===== config.mk =====
export PLATFORM = sky130hd
export DESIGN_NAME = asp_adc_port
export DESIGN_NICKNAME = d
export VERILOG_FILES = /design/src/hw/asp_pkg.sv /design/src/hw/asp_stream_if.sv /design/src/hw/asp_buf2.sv /design/src/hw/asp_adc_port.sv
export SDC_FILE = /design/constraint.sdc
export NUM_CORES = 1
export LEC_CHECK = 0
export BUFFER_PORTS_ARGS = -buffer_cell sky130_fd_sc_hd__buf_4
export CAP_MARGIN = 20
export CORE_ASPECT_RATIO = 2
export CORE_UTILIZATION = 30
export DETAILED_ROUTE_END_ITERATION = 6
export MAX_ROUTING_LAYER = met4
export SLEW_MARGIN = 20
export SYNTH_ARGS = -nofsm -noshare
export SYNTH_HDL_FRONTEND = slang
export SYNTH_HIERARCHICAL = 1
export SYNTH_SLANG_ARGS = --single-unit

===== constraint.sdc =====
create_clock -name core_clk -period 2.2 [get_ports core_clk]
set_clock_uncertainty 0.05 [all_clocks]
set_input_delay 0.55 -clock core_clk [delete_from_list [all_inputs] [get_ports core_clk]]
set_output_delay 0.55 -clock core_clk [all_outputs]
set_load 0.02 [all_outputs]

===== src/hw/asp_pkg.sv =====
// Purpose: Shared constants and types for the converter serial host port
// Assumes: core_clk far faster than the serial clock (>= 4 samples per half period)
// Notes: Register indices travel in the 6-bit select field of the command byte
package asp_pkg;

   // ==========================================================
   // Command byte layout
   localparam int CMD_WEN_BIT = 7;
   localparam int CMD_RW_BIT = 6;
   localparam int SEL_W = 6;
   localparam int SHIFT_W = 24;
   localparam logic [4:0] CMD_BITS = 5'h08;

   // ==========================================================
   // Register indices
   localparam logic [5:0] SEL_STATUS = 6'h00;
   localparam logic [5:0] SEL_MODE = 6'h01;
   localparam logic [5:0] SEL_DATA = 6'h04;
   localparam logic [5:0] SEL_IOCTL = 6'h06;

   localparam logic [4:0] W_STATUS = 5'h08;
   localparam logic [4:0] W_MODE = 5'h10;
   localparam logic [4:0] W_DATA = 5'h18;
   localparam logic [4:0] W_IOCTL = 5'h10;

   // ==========================================================
   // Field positions and reset values
   localparam int STAT_RDY_N_BIT = 7;
   localparam int STAT_ERR_BIT = 6;
   localparam int MODE_CLK_LSB = 2;
   localparam int IO_PWR_SW_BIT = 1;
   localparam int IO_ERR_LVL_BIT = 3;
   localparam int IO_ERR_MODE_LSB = 4;
   localparam logic [15:0] MODE_RST = 16'h0000;
   localparam logic [15:0] IOCTL_RST = 16'h0000;
   // Pin sync order: sclk, cs_n, din, err; idle levels 0,1,0,1
   localparam int NSYNC = 4;
   localparam logic [3:0] SYNC_RST = 4'hA;

   typedef enum logic [1:0] {
      ERR_OFF = 2'h0,
      ERR_IN = 2'h1,
      ERR_OD = 2'h2,
      ERR_GPO = 2'h3
   } asp_err_mode_t;

   typedef enum logic [1:0] {
      CLK_INT = 2'h0,
      CLK_INT_OUT = 2'h1,
      CLK_EXT = 2'h2,
      CLK_XTAL = 2'h3
   } asp_clk_sel_t;

   typedef enum logic [2:0] {
      ST_CMD = 3'b001,
      ST_WR = 3'b010,
      ST_RD = 3'b100
   } asp_state_t;

endpackage


===== src/hw/asp_stream_if.sv =====
// Purpose: Valid/ready word channel between converter core and the port
// Assumes: One clock domain, core_clk
// Notes: Word moves when valid and ready are both high
`timescale 1ns/1ps
interface asp_stream_if;
   logic valid;
   logic ready;
   logic [23:0] data;
   modport prod (output valid, output data, input ready);
   modport cons (input valid, input data, output ready);
endinterface


===== src/hw/asp_buf2.sv =====
// Purpose: Two-entry result buffer with valid/ready on both sides
// Assumes: Both sides on core_clk
// Notes: Read data comes straight from the entry registers
`timescale 1ns/1ps
module asp_buf2 (
   input wire logic core_clk, // Core clock
   input wire logic arst_n, // Async reset, active low
   asp_stream_if.cons up, // Filling side
   asp_stream_if.prod dn // Draining side
);
   logic [23:0] mem_reg [2];
   logic [23:0] mem_next [2];
   logic wp_reg, wp_next, rp_reg, rp_next;
   logic [1:0] cnt_reg, cnt_next;
   logic push, pop;

   assign up.ready = (cnt_reg != 2'h2);
   assign dn.valid = (cnt_reg != 2'h0);
   assign dn.data = mem_reg[rp_reg];

   always_comb begin
      push = up.valid && up.ready;
      pop = dn.valid && dn.ready;
      mem_next = mem_reg;
      if (push) begin
         mem_next[wp_reg] = up.data;
      end
      wp_next = wp_reg ^ push;
      rp_next = rp_reg ^ pop;
      cnt_next = cnt_reg + {1'b0, push} - {1'b0, pop};
   end

   always_ff @(posedge core_clk or negedge arst_n) begin
      if (!arst_n) begin
         mem_reg[0] <= 24'h000000;
         mem_reg[1] <= 24'h000000;
         wp_reg <= 1'b0;
         rp_reg <= 1'b0;
         cnt_reg <= 2'h0;
      end else begin
         mem_reg <= mem_next;
         wp_reg <= wp_next;
         rp_reg <= rp_next;
         cnt_reg <= cnt_next;
      end
   end
endmodule


===== src/hw/asp_adc_port.sv =====
// Purpose: Serial host port of the converter with ready indicator and pin control
// Assumes: sclk, cs_n, din and err_in come from pins; core_clk oversamples sclk
// Notes: Command byte bit7 must be 0, bit6 selects read, bits 5:0 select the register
// Functional notes
// [RL1] Output bits change on serial clock falling edge, sampled on rising.
// [RL2] Host sets input bit up before rising edge; device captures on rising.
// [RL3] Chip select high puts output and ready pin in high impedance.
// [RL4] Selected and idle, the output pin shows ready, low on new result.
// [RL5] Unread result: ready returns high before the next result loads.
// [RL6] Written data goes to the register named by the select field.
// [RL7] Any data or control register can load the output shift register.
// [RL8] Chip select active low; tied low gives a three-wire port.
// [RL9] Host may treat ready falling edge as a result-available interrupt.
// [RL10] Error pin in input mode: low level sets the converter error flag.
// [RL11] Open-drain error mode pulls the pin low while any error is set.
// [RL12] Output error mode drives the error pin level bit, actively.
// [RL13] Power-down switch follows its bit in the I/O control register.
// [RL14] Crystal clock pin role follows the mode register clock source field.
// [RL15] Host keeps chip select low and waits for ready before reading.
`timescale 1ns/1ps
module asp_adc_port
   import asp_pkg::*;
(
   input wire logic core_clk, // Core clock, 125 MHz
   input wire logic arst_n, // Async reset, active low
   input wire logic sclk, // Serial clock pin
   input wire logic cs_n, // Chip select pin, active low
   input wire logic din, // Serial data in pin
   output logic dout, // Serial data out / ready pin level
   output logic dout_oe_n, // Output enable, low while driving
   input wire logic err_in, // Error pin input level
   output logic err_out, // Error pin output level
   output logic err_oe_n, // Error pin enable, low while driving
   input wire logic conv_valid, // Converter result valid
   input wire logic [23:0] conv_data, // Converter result word
   output logic conv_ready, // Port can take a result
   output logic power_down_switch, // Power-down switch closed when high
   output logic xtal_enable, // Crystal oscillator on crystal pins
   output logic ext_clk_select, // Crystal clock pin is a clock input
   output logic clk_out_enable // Crystal clock pin drives the clock out
);

   // ==========================================================
   // Pin synchronisers
   logic [NSYNC-1:0] pin_raw, meta_reg, sync_reg;
   assign pin_raw = {err_in, din, cs_n, sclk};

   genvar gi;
   generate
      for (gi = 0; gi < NSYNC; gi++) begin : g_sync
         always_ff @(posedge core_clk or negedge arst_n) begin
            if (!arst_n) begin
               meta_reg[gi] <= SYNC_RST[gi];
               sync_reg[gi] <= SYNC_RST[gi];
            end else begin
               meta_reg[gi] <= pin_raw[gi];
               sync_reg[gi] <= meta_reg[gi];
            end
         end
      end
   endgenerate

   logic sclk_s, cs_s, din_s, err_s;
   assign sclk_s = sync_reg[0];
   assign cs_s = sync_reg[1];
   assign din_s = sync_reg[2];
   assign err_s = sync_reg[3];

   function automatic logic [4:0] reg_width(input logic [5:0] sel);
      unique case (sel)
         SEL_MODE: reg_width = W_MODE;
         SEL_DATA: reg_width = W_DATA;
         SEL_IOCTL: reg_width = W_IOCTL;
         default: reg_width = W_STATUS;
      endcase
   endfunction

   // ==========================================================
   // Result buffer
   asp_stream_if up_if ();
   asp_stream_if dn_if ();
   assign up_if.valid = conv_valid;
   assign up_if.data = conv_data;
   assign conv_ready = up_if.ready;

   asp_buf2 u_buf (
      .core_clk(core_clk),
      .arst_n(arst_n),
      .up(up_if.cons),
      .dn(dn_if.prod)
   );

   // ==========================================================
   // Serial engine and registers
   asp_state_t state_reg, state_next;
   logic sclk_d_reg, sclk_d_next;
   logic [4:0] cnt_reg, cnt_next;
   logic [5:0] sel_reg, sel_next;
   logic [23:0] shift_reg, shift_next;
   logic dout_reg, dout_next;
   logic oe_n_reg, oe_n_next;
   logic [15:0] mode_reg, mode_next;
   logic [15:0] io_control_reg, io_control_next;
   logic [23:0] data_reg, data_next;
   logic dvalid_reg, dvalid_next;
   logic adc_err_reg, adc_err_next;
   logic err_out_reg, err_out_next;
   logic err_oe_n_reg, err_oe_n_next;
   logic rise, fall, rd_data_busy, rd_data_done, status_read;
   logic [23:0] shifted;
   logic [4:0] cnt_inc;
   logic [7:0] status_val;
   asp_err_mode_t err_mode;
   asp_clk_sel_t clk_sel;

   assign rise = sclk_s && !sclk_d_reg;
   assign fall = !sclk_s && sclk_d_reg;
   assign rd_data_busy = (state_reg == ST_RD) && (sel_reg == SEL_DATA);
   assign dn_if.ready = !dvalid_reg && !rd_data_busy;
   assign err_mode = asp_err_mode_t'(io_control_reg[IO_ERR_MODE_LSB +: 2]);
   assign clk_sel = asp_clk_sel_t'(mode_reg[MODE_CLK_LSB +: 2]);

   always_comb begin
      state_next = state_reg;
      sclk_d_next = sclk_s;
      cnt_next = cnt_reg;
      sel_next = sel_reg;
      shift_next = shift_reg;
      mode_next = mode_reg;
      io_control_next = io_control_reg;
      rd_data_done = 1'b0;
      status_read = 1'b0;
      shifted = {shift_reg[22:0], din_s};
      cnt_inc = cnt_reg + 5'h01;
      status_val = 8'h00;
      status_val[STAT_RDY_N_BIT] = !dvalid_reg;
      status_val[STAT_ERR_BIT] = adc_err_reg;
      if (cs_s) begin
         // Deselect aborts any frame; tied low never aborts
         state_next = ST_CMD; // RL8
         cnt_next = 5'h00;
      end else if (rise) begin
         cnt_next = cnt_inc;
         unique case (state_reg)
            ST_CMD: begin
               shift_next = shifted; // RL2
               if (cnt_inc == CMD_BITS) begin
                  cnt_next = 5'h00;
                  sel_next = shifted[SEL_W-1:0];
                  if (shifted[CMD_WEN_BIT]) begin
                     state_next = ST_CMD;
                  end else if (shifted[CMD_RW_BIT]) begin
                     state_next = ST_RD;
                     status_read = (shifted[SEL_W-1:0] == SEL_STATUS);
                     unique case (shifted[SEL_W-1:0]) // RL7
                        SEL_STATUS: shift_next = {status_val, 16'h0000};
                        SEL_MODE: shift_next = {mode_reg, 8'h00};
                        SEL_IOCTL: shift_next = {io_control_reg, 8'h00};
                        SEL_DATA: shift_next = data_reg;
                        default: shift_next = 24'h000000;
                     endcase
                  end else begin
                     state_next = ST_WR;
                  end
               end
            end
            ST_WR: begin
               shift_next = shifted; // RL2
               if (cnt_inc == reg_width(sel_reg)) begin
                  state_next = ST_CMD;
                  cnt_next = 5'h00;
                  if (sel_reg == SEL_MODE) begin
                     mode_next = shifted[15:0]; // RL6
                  end
                  if (sel_reg == SEL_IOCTL) begin
                     io_control_next = shifted[15:0]; // RL6
                  end
               end
            end
            ST_RD: begin
               if (cnt_inc == reg_width(sel_reg)) begin
                  state_next = ST_CMD;
                  cnt_next = 5'h00;
                  rd_data_done = (sel_reg == SEL_DATA);
               end
            end
            default: state_next = ST_CMD;
         endcase
      end else if (fall && state_reg == ST_RD) begin
         shift_next = {shift_reg[22:0], 1'b0};
      end
   end

   always_comb begin
      data_next = data_reg;
      dvalid_next = dvalid_reg;
      if (rd_data_done) begin
         dvalid_next = 1'b0;
      end else if (dn_if.valid && dn_if.ready) begin
         data_next = dn_if.data;
         dvalid_next = 1'b1; // RL4
      end else if (dn_if.valid && dvalid_reg && !rd_data_busy) begin
         // Stale result: raise ready one cycle before replacing it
         dvalid_next = 1'b0; // RL5
      end
      // Pin level changes on falling edge only while shifting out
      dout_next = dout_reg;
      if (state_reg == ST_RD) begin
         if (fall) begin
            dout_next = shift_reg[23]; // RL1
         end
      end else begin
         dout_next = !dvalid_next; // RL4
      end
      oe_n_next = cs_s; // RL3
      // Set wins over the clear caused by a status read
      adc_err_next = adc_err_reg && !status_read;
      if (err_mode == ERR_IN && !err_s) begin
         adc_err_next = 1'b1; // RL10
      end
      unique case (err_mode)
         ERR_OD: begin
            err_out_next = 1'b0;
            err_oe_n_next = !adc_err_next; // RL11
         end
         ERR_GPO: begin
            err_out_next = io_control_reg[IO_ERR_LVL_BIT]; // RL12
            err_oe_n_next = 1'b0;
         end
         default: begin
            err_out_next = 1'b0;
            err_oe_n_next = 1'b1;
         end
      endcase
   end

   always_ff @(posedge core_clk or negedge arst_n) begin
      if (!arst_n) begin
         state_reg <= ST_CMD;
         sclk_d_reg <= 1'b0;
         cnt_reg <= 5'h00;
         sel_reg <= 6'h00;
         shift_reg <= 24'h000000;
         dout_reg <= 1'b1;
         oe_n_reg <= 1'b1;
         mode_reg <= MODE_RST;
         io_control_reg <= IOCTL_RST;
         data_reg <= 24'h000000;
         dvalid_reg <= 1'b0;
         adc_err_reg <= 1'b0;
         err_out_reg <= 1'b0;
         err_oe_n_reg <= 1'b1;
      end else begin
         state_reg <= state_next;
         sclk_d_reg <= sclk_d_next;
         cnt_reg <= cnt_next;
         sel_reg <= sel_next;
         shift_reg <= shift_next;
         dout_reg <= dout_next;
         oe_n_reg <= oe_n_next;
         mode_reg <= mode_next;
         io_control_reg <= io_control_next;
         data_reg <= data_next;
         dvalid_reg <= dvalid_next;
         adc_err_reg <= adc_err_next;
         err_out_reg <= err_out_next;
         err_oe_n_reg <= err_oe_n_next;
      end
   end

   // ==========================================================
   // Pin outputs
   assign dout = dout_reg;
   assign dout_oe_n = oe_n_reg;
   assign err_out = err_out_reg;
   assign err_oe_n = err_oe_n_reg;
   assign power_down_switch = io_control_reg[IO_PWR_SW_BIT]; // RL13
   assign xtal_enable = (clk_sel == CLK_XTAL); // RL14
   assign ext_clk_select = (clk_sel == CLK_EXT); // RL14
   assign clk_out_enable = (clk_sel == CLK_INT_OUT); // RL14
endmodule


---- Yosys cells after proc, flatten, opt, wreduce, memory -nomap -nowiden ----
Cells that the tools add are included.
word-level totals
  output and inout port bits .............. 9
  input port bits ......................... 31
  flip-flop bits (word level) ............. 161
  word-level logic and storage cells ...... 146
cells by class
  order comparisons ....................... 3
  muxes and demuxes ....................... 52
  add/sub/neg operators ................... 3
  equal/unequal tests ..................... 24
  bitwise operators ....................... 6
  reductions and logical operators ........ 31
operators by type and width
  operator                                        count
  two-way mux 24 bit                              9
  case mux 24 bit (4 select lines)                1
  two-way mux 5 bit                               11
  bitwise mux 48 bit                              1
  case mux 24 bit (2 select lines)                1
  demux 24 bit (select 1 bit)                     1
  == test 6 x 3 -> 1 bit (second input constant)  4
  two-way mux 3 bit                               7
  two-way mux 1 bit                               17
  case mux 5 bit (3 select lines)                 1
  == test 6 x 1 -> 1 bit (second input constant)  2
  logical AND 1 bit                               12
  == test 5 bit                                   2
  case mux 5 bit (2 select lines)                 1
  AND reduction 5 bit                             2
  case mux 3 bit (3 select lines)                 1
  == test 2 bit (second input constant)           4
  logical NOT 1 bit                               8
  AND reduction 4 bit                             2
  logical NOT 6 bit                               1
  != test 3 bit (second input constant)           2
  nonzero test 2 bit                              3
  adder 5 x 1 -> 5 bit (second input constant)    1
  == test 5 x 4 -> 1 bit (second input constant)  1
  other kinds (18)                                24

---- Logic depth before layout (Yosys ltp) ----
Gate-level depths: netlist (run 1).
  depth after elaboration ................. 14
  depth in mapped cells ................... 10
  depth with buffers taken out ............ 10

---- Modules after synthesis ----
The synthesis (run 1) kept the hierarchy.
by module, submodules not included
  module        instances  seq. area each (um^2)  area an instance (um^2)  cells each
  asp_adc_port  1          2737.6                 5084.9                   425
  asp_buf2      1          1301.2                 2605.0                   148

---- Worst setup path after synthesis (run 1) ----
No wires, ideal clock.
  path kind ............................... flip-flop to flip-flop
  start point ............................. register cnt_reg[0] (netlist name)
  end point ............................... register io_control_reg[10]
  path buffers ............................ 1
  stages on the path, launching flop included .. 7
  period minus slack after synthesis ...... 2.361 ns
  data required time ...................... 2.025 ns
  setup time .............................. 0.125 ns
  arrival time ............................ 2.187 ns
  path slack .............................. -0.161 ns
  cells stage by stage .................... dfrtp_1 nand3_1 xor2_1 mux2_4 nor4_4 buf_6 mux2_2
RTL lines
  element               RTL line             text
  to (signal assigned)  asp_adc_port.sv:262  io_control_reg <= io_control_next;
  to (decl)             asp_adc_port.sv:103  logic [15:0] io_control_reg, io_control_next;

==> impl_results.md, run 1 <==
* Status: finished clean
* Row count at 82
* P_leak at approximately 4.2 nW
* Critical path class: reg2reg
* Placement Cell Area at 8620 um^2
* CP max FO at 8
* Critical path launch point type: flop
* Top cells by instance count after synthesis: dfrtp_1 (153), mux2_2 (72), mux2_4 (60), nand2_1 (37), nor2_1 (25)
* Synth Net Count at around 600
* Hold Crit Start: sclk
* Gate power share at between 30% and 40%
* CP arrival at between 2 and 2.5 ns
* Number of fill cells in the layout at between 2000 and 2500
* Worst Setup SP: cnt_reg[3]
* Initial core utilization at a little under a third
* GP Congestion at roughly 0.83
* Ys async rst share at 100%
* CP Capture Type: flop
* Worst Setup Slack, final at between 0.05 and 0.06 ns
* Syn-to-layout area delta at 22.4%
* Worst-Margin Slew at ~0.47 ns
* Longest Clk Path Bufs at 2
* Pre-CTS setup slack at -0.0548 ns
* Power share of the clock group at 28.5%
* Nets at roughly 700
* Antenna violations before repair at 0
* Die H at between 200 and 250 um
* Ports at 40
* Endpoints failing setup at 0
* Vias in the first global route at around 5200
* Clk_lat worst skew at roughly 0.43 ns
* TritonCTS clock tree: yes
* Largest register FFs at 48
* Setup TNS at 0 ns
* Final ANT Viol Nets at 0
* MaxCap Viol Count at 0
* #FFs+latches synth at ~160
* Final hold violation count at 0
* Share of layout cells above drive strength 1 at between 40 and 50%
* Netlist cell types at 60
* 1st-iter DRT viols at between 200 and 300
* Sw Ratio at between 20% and 30%
* Synth area leaders: dfrtp_1 (50%), mux2_4 (12%), mux2_2 (11%), dfstp_2 (2.7%), mux2i_1 (2.5%)
* VDD IR max at 0.616 mV
* Largest net degree at the start of global routing at 43
* Syn avg cell area at 13.4 um^2
* Worst slew margin at slightly below 70%
* Core Box Area at around 25000 um^2
* Pint at a little under 8 mW
* Overall Global Routing Usage at 14.8%
* First-pass GRT wire length at between 20000 and 30000 um
* Post-synthesis sequential area ratio at 52.5%
* Min Clock Period, post-route at 2.15 ns
* Ys flop type: dfrtp_1
* Switching power of the nets at a little over 3 mW
* Final period util at 97.6%
* Num CTS Buffers at 17
* WL/cell at ~18 um
* HP Class: in2reg
* Drt pass-1 iters at 4
* Placed Instances at around 970
* Yosys warns at 6
* GRT overflow at 0
* Number of flops mapped to enable cells by yosys at 0
* Total clock sinks at 161
* Final Cell Area at roughly 9400 um^2
* PortBufs at 39
* DP HPWL at 12900 um
* Die ar. at 26300 um^2
* Residual DRC count at 0
* Die Width at around 120 um
* # diodes at 0
* Cell count after synthesis at between 500 and 600
* Register share of total power at between 40% and 50%
* Cell Count, Final, Fillers Out at between 1000 and 1500
* Synth Cell Area at 7690 um^2
* Vias post-DR at slightly below 5000
* Vias per cell at between 4 and 5
* Root Driver: clkbuf_16
* Synth top area share at 49.8%
* Fmax at approximately 0.47 GHz
* Worst-path clk slew at about 0.060 ns
* Slew Viols, Final at 0
* CTS H-tree depth at 4
* Synth area leader: dfrtp_1
* PD cells at between 1000 and 1500 nW/um^2
* Final wirelength at 17600 um
* Worst R2R Start: cnt_reg[3]
* Count leader, synth: dfrtp_1
* Design Power at roughly 11 mW
* Critical Path RT at about 2.5 ns
final timing paths:
kind                                      end  slack [ns]  cells past startpoint
setup / recovery           io_control_reg[14]        0.05                      7
hold / removal                    meta_reg[0]        0.18                      1
setup reg to reg           io_control_reg[14]        0.05                      7
min in group asynchronous   u_buf/mem_reg[39]        0.53                      2
max in group asynchronous                dout        0.94                      3
hold reg to reg                   sclk_d_next        0.30                      0
worst max-delay path, stage by stage (launching register included):
cell,delay [ns]
dfrtp_1,0.42
buf_4,0.19
xor2_2,0.19
mux2_4,0.35
nor4_4,0.13
buf_4,0.18
clkbuf_16,0.17
mux2_2,0.33
cells in the final DEF, fill, tap and decap left out, types with 10 or more instances in the layout:
| cell | instances |
|---|---|
| dfrtp_1 | 151 |
| buf_4 | 87 |
| mux2_2 | 72 |
| mux2_4 | 60 |
| nand2_1 | 35 |
| nor2_1 | 21 |
| mux2i_1 | 19 |
| a21oi_1 | 18 |
| o211ai_1 | 18 |
| clkbuf_16 | 18 |
| nand2b_1 | 10 |
area by class of cell:
cell class                      instances  area [um^2]  area share, %
Clock buffer                           23          498           5.29
Clock inverter                          9          128           1.36
Inverter                                5         18.8          0.199
Multi-Input combinational cell        373         3450           36.7
Sequential cell                       161         4040           43.0
Tap cell                              336          420           4.47
Timing Repair Buffer                   98          851           9.04
repair_timing:
action / 4_1_cts / 5_1_grt
hold endpoints to repair: 28 / 0
pin swaps: 0 / 2
resized for setup: 3 / 23
setup buffers: 0 / 6
setup endpoints to repair: 30 / 59
cloned: 0 / 1
hold buffers: 1 / 0
per-layer routing:
metal / track usage [%] / vias up / part of all wire (%)
met5: - / - / 0
met3: 2.39 / 44 / 2.3
met4: 8.24 / 0 / 4.4
met2: 26.1 / 93 / 56
li1: - / 2256 / -
met1: 15.4 / 2460 / 37
power groups by stage:
stage | logic (mW) | registers [mW] | clock network (mW)
2_1_floorplan | 2.85 | 4.22 | 0
3_3_place_gp | 3.40 | 4.38 | 0
3_5_place_dp | 3.44 | 4.42 | 0
4_1_cts | 3.47 | 4.37 | 3.18
5_1_grt | 3.72 | 4.47 | 3.29
6_report | 3.44 | 4.36 | 3.10
stage by stage:
step | hold WS [ns] | util (%)
detailed placement | 0.287 | 34.3
CTS | 0.157 | 36.9
floorplan | 0.204 | -
global route | 0.158 | 37.4
finish | 0.178 | 37.4
global placement | 0.289 | 34.3
cell families (layout without fill, tap and decap cells):
kind of cell / Yosys count / after routing / synth area share [%]
flops: 161 / 161 / 52.5
mux: 153 / 153 / 25.0
simple gates: 114 / 114 / 8.10
compound gates: 91 / 91 / 8.72
buf+inv: 39 / 135 / 3.68
xor+xnor: 10 / 10 / 1.14
fa+ha+maj: 5 / 5 / 0.814
Power figures use the tool's default switching activity.
==> run 2: changes to the inputs <==
- CORE_UTILIZATION: 30 -> 55
- PLACE_DENSITY: unset -> 0.76
==> run 2 against run 1 <==
The run now ends with negative hold slack left. Global-route usage up 11 points. Via count up 3.5%. Utilization up 30 points. Largest cell class unchanged. Highest routed layer unchanged.
==> impl_results.md, run 2 (synthesized netlist as in run 1, its figures left out) <==
* MaxCap Viol Count at 0 (unchanged)
* Slowest stage delay, CP at 0.46 ns (+0.04 ns)
* Antenna violations before repair at 0 (unchanged)
* Delay-heaviest family, CP: simple AND/OR/NAND/NOR gates
* PortBufs at 39 (unchanged)
* VDD IR max at 0.827 mV (+34%)
* Worst slew margin at 64.4% (-4.4 points)
* Reg area at 4040 um^2 (unchanged)
* Worst-Margin Slew at 0.533 ns (+0.0648 ns)
* Most frequent cells in the layout: dfrtp_1 (151), buf_4 (76), mux2_2 (72)
* Placed Instances at 774 (-20%)
* Number of fill cells in the layout at 944 (-61%)
* Critical path launch point type: flop
* DP HPWL at 11700 um (-9.2%)
* GRT overflow at 0 (unchanged)
* CP arrival at 2.38 ns (-0.03 ns)
* Pint at 7.68 mW (-2.7%)
* Ports at 40 (unchanged)
* PD cells at 1200 nW/um^2 (+3.5%)
* Switching power of the nets at 3.21 mW (+6.4%)
* HP Class: in2async
* Leading cell type in the layout, fill and taps excluded: dfrtp_1
* P_leak at 4.15 nW (-1.3%)
* Clk_lat worst skew at 0.42 ns (about the same)
* Register share of total power at 40.5% (+0.5 points)
* Worst path depth at 6 (-1)
* Residual DRC count at 0 (unchanged)
* GP Congestion at 0.906 (+9.4%)
* Fmax at 0.469 GHz (+0.68%)
* Power share of the clock group at 27.6% (-0.9 points)
* Final ANT Viol Nets at 0 (unchanged)
* # diodes at 0 (unchanged)
* CTS H-tree depth at 4 (unchanged)
* Setup TNS at 0 ns (unchanged)
* Sw Ratio at 29.5% (+1.8 points)
* Drt pass-1 iters at 5 (+1)
* First-pass GRT wire length at 28100 um (-0.88%)
* Core Box Area at 13500 um^2 (-46%)
* Design Power at 10.9 mW (-0.16%)
* R2R depth at 6 (-1)
* Status: complete, but fails checks
* Slowest cell on crit path: or3_1
* TritonCTS clock tree: yes
* 1st-iter DRT viols at 289 (+1.4%)
* Row count at 60 (-27%)
* Num CTS Buffers at 17 (unchanged)
* Final wirelength at 17100 um (-3.1%)
* CP cell instances: or3_1 > nand3b_1 > buf_4 > nor2_1 > a21oi_1 > o311ai_0
* Hold slack at -0.00283 ns (-0.180 ns)
* Root Driver: clkbuf_16
* Multi-input gate area at 3440 um^2 (-0.25%)
* Pre-CTS setup slack at -0.0403 ns (+0.0145 ns)
* Min Clock Period, post-route at 2.13 ns (-0.0144 ns)
* Nets at 681 (-1.6%)
* Vias in the first global route at 5531 (+6.9%)
* Die Width at 85.6 um (-26%)
* Failing checks: negative hold slack
* CP Capture Type: flop
* Final core utilization at 67.2% (+30 points)
* Cell Count, Final, Fillers Out at 813 (-19%)
* Worst-path clk slew at 0.07 ns (about the same)
* Syn-to-layout area delta at 18.0%
* Gate power share at 31.9% (+0.3 points)
* Worst Setup Slack, final at 0.0671 ns (+0.0144 ns)
* Overall Global Routing Usage at 26.0% (+11 points)
* Critical path class: reg2reg
* CP max FO at 11 (+3)
* Buffers plus inverters on the worst setup path at 1 (-2)
* Vias post-DR at 5023 (+3.5%)
* Die H at 169 um (-26%)
* Critical Path RT at 2.45 ns (about the same)
* WL/cell at 21.0 um (+20%)
* Final period util at 96.9% (-0.65 points)
* Total clock sinks at 161 (unchanged)
* Vias per cell at 6.18 (+28%)
* Largest net degree at the start of global routing at 43 (unchanged)
* Endpoints failing setup at 0 (unchanged)
* Largest register FFs at 48 (unchanged)
* Slew Viols, Final at 0 (unchanged)
* Longest Clk Path Bufs at 2 (unchanged)
* Final hold violation count at 2 (+2)
* Die ar. at 14500 um^2 (-45%)
* Initial core utilization at 56.9% (+26 points)
* Share of layout cells above drive strength 1 at 43.3% (-0.48 points)
## run 2: layout make-up
cell class | count | area share, %
sequential | 161 | 44.5
tap | 155 | 2.14
timing repair buffer | 87 | 8.62
inverter | 5 | 0.207
clock inverter | 15 | 1.88
multi-input combinational | 373 | 37.9
clock buffer | 17 | 4.69
## run 2: power by group through the flow
stage,logic [mW],registers [mW],clock network [mW]
detailed placement,3.40,4.44,0
global placement,3.26,4.38,0
global route,3.72,4.50,3.13
floorplan,2.85,4.22,0
finish,3.47,4.41,3.00
CTS,3.43,4.40,3.04
## run 2: path summary, 6_finish.rpt
check | startpoint | endpoint | slack, ns
setup / recovery | shift_reg[2] | shift_reg[15] | 0.07
hold / removal | arst_n | state_reg[1] | -0.003
setup reg to reg | shift_reg[2] | shift_reg[15] | 0.07
hold reg to reg | meta_reg[0] | sclk_d_next | 0.30
max in group asynchronous | arst_n | u_buf/mem_reg[46] | 1.47
min in group core_clk | sclk | meta_reg[0] | 0.18
## run 2: metrics by stage
step	instance area [um^2]	hold slack, ns
after floorplan	7700	0.204
after global placement	8360	0.284
after detailed placement	8360	0.288
after CTS	8970	0.00966
after global routing	9070	0.0197
final	9070	-0.00283
## run 2: what timing repair did
item,CTS,global route
resized for setup,7,22
pin swaps,0,5
hold buffers,0,0
buffers inserted,0,7
setup endpoints to repair,7,54
## run 2: worst reg2reg max path, stage by stage, from the launching register on
cell      delay (ns)
dfrtp_1         0.38
or3_1           0.46
nand3b_1        0.32
buf_4           0.27
nor2_1          0.14
a21oi_1         0.05
o311ai_0        0.34
## run 2: routing by layer
metal,share of wire [%],up-vias,track usage (%)
met1,38,2602,29.1
met4,4.8,0,15.2
met2,54,140,44.1
met3,2.8,46,3.31
li1,-,2235,-
met5,0,-,-
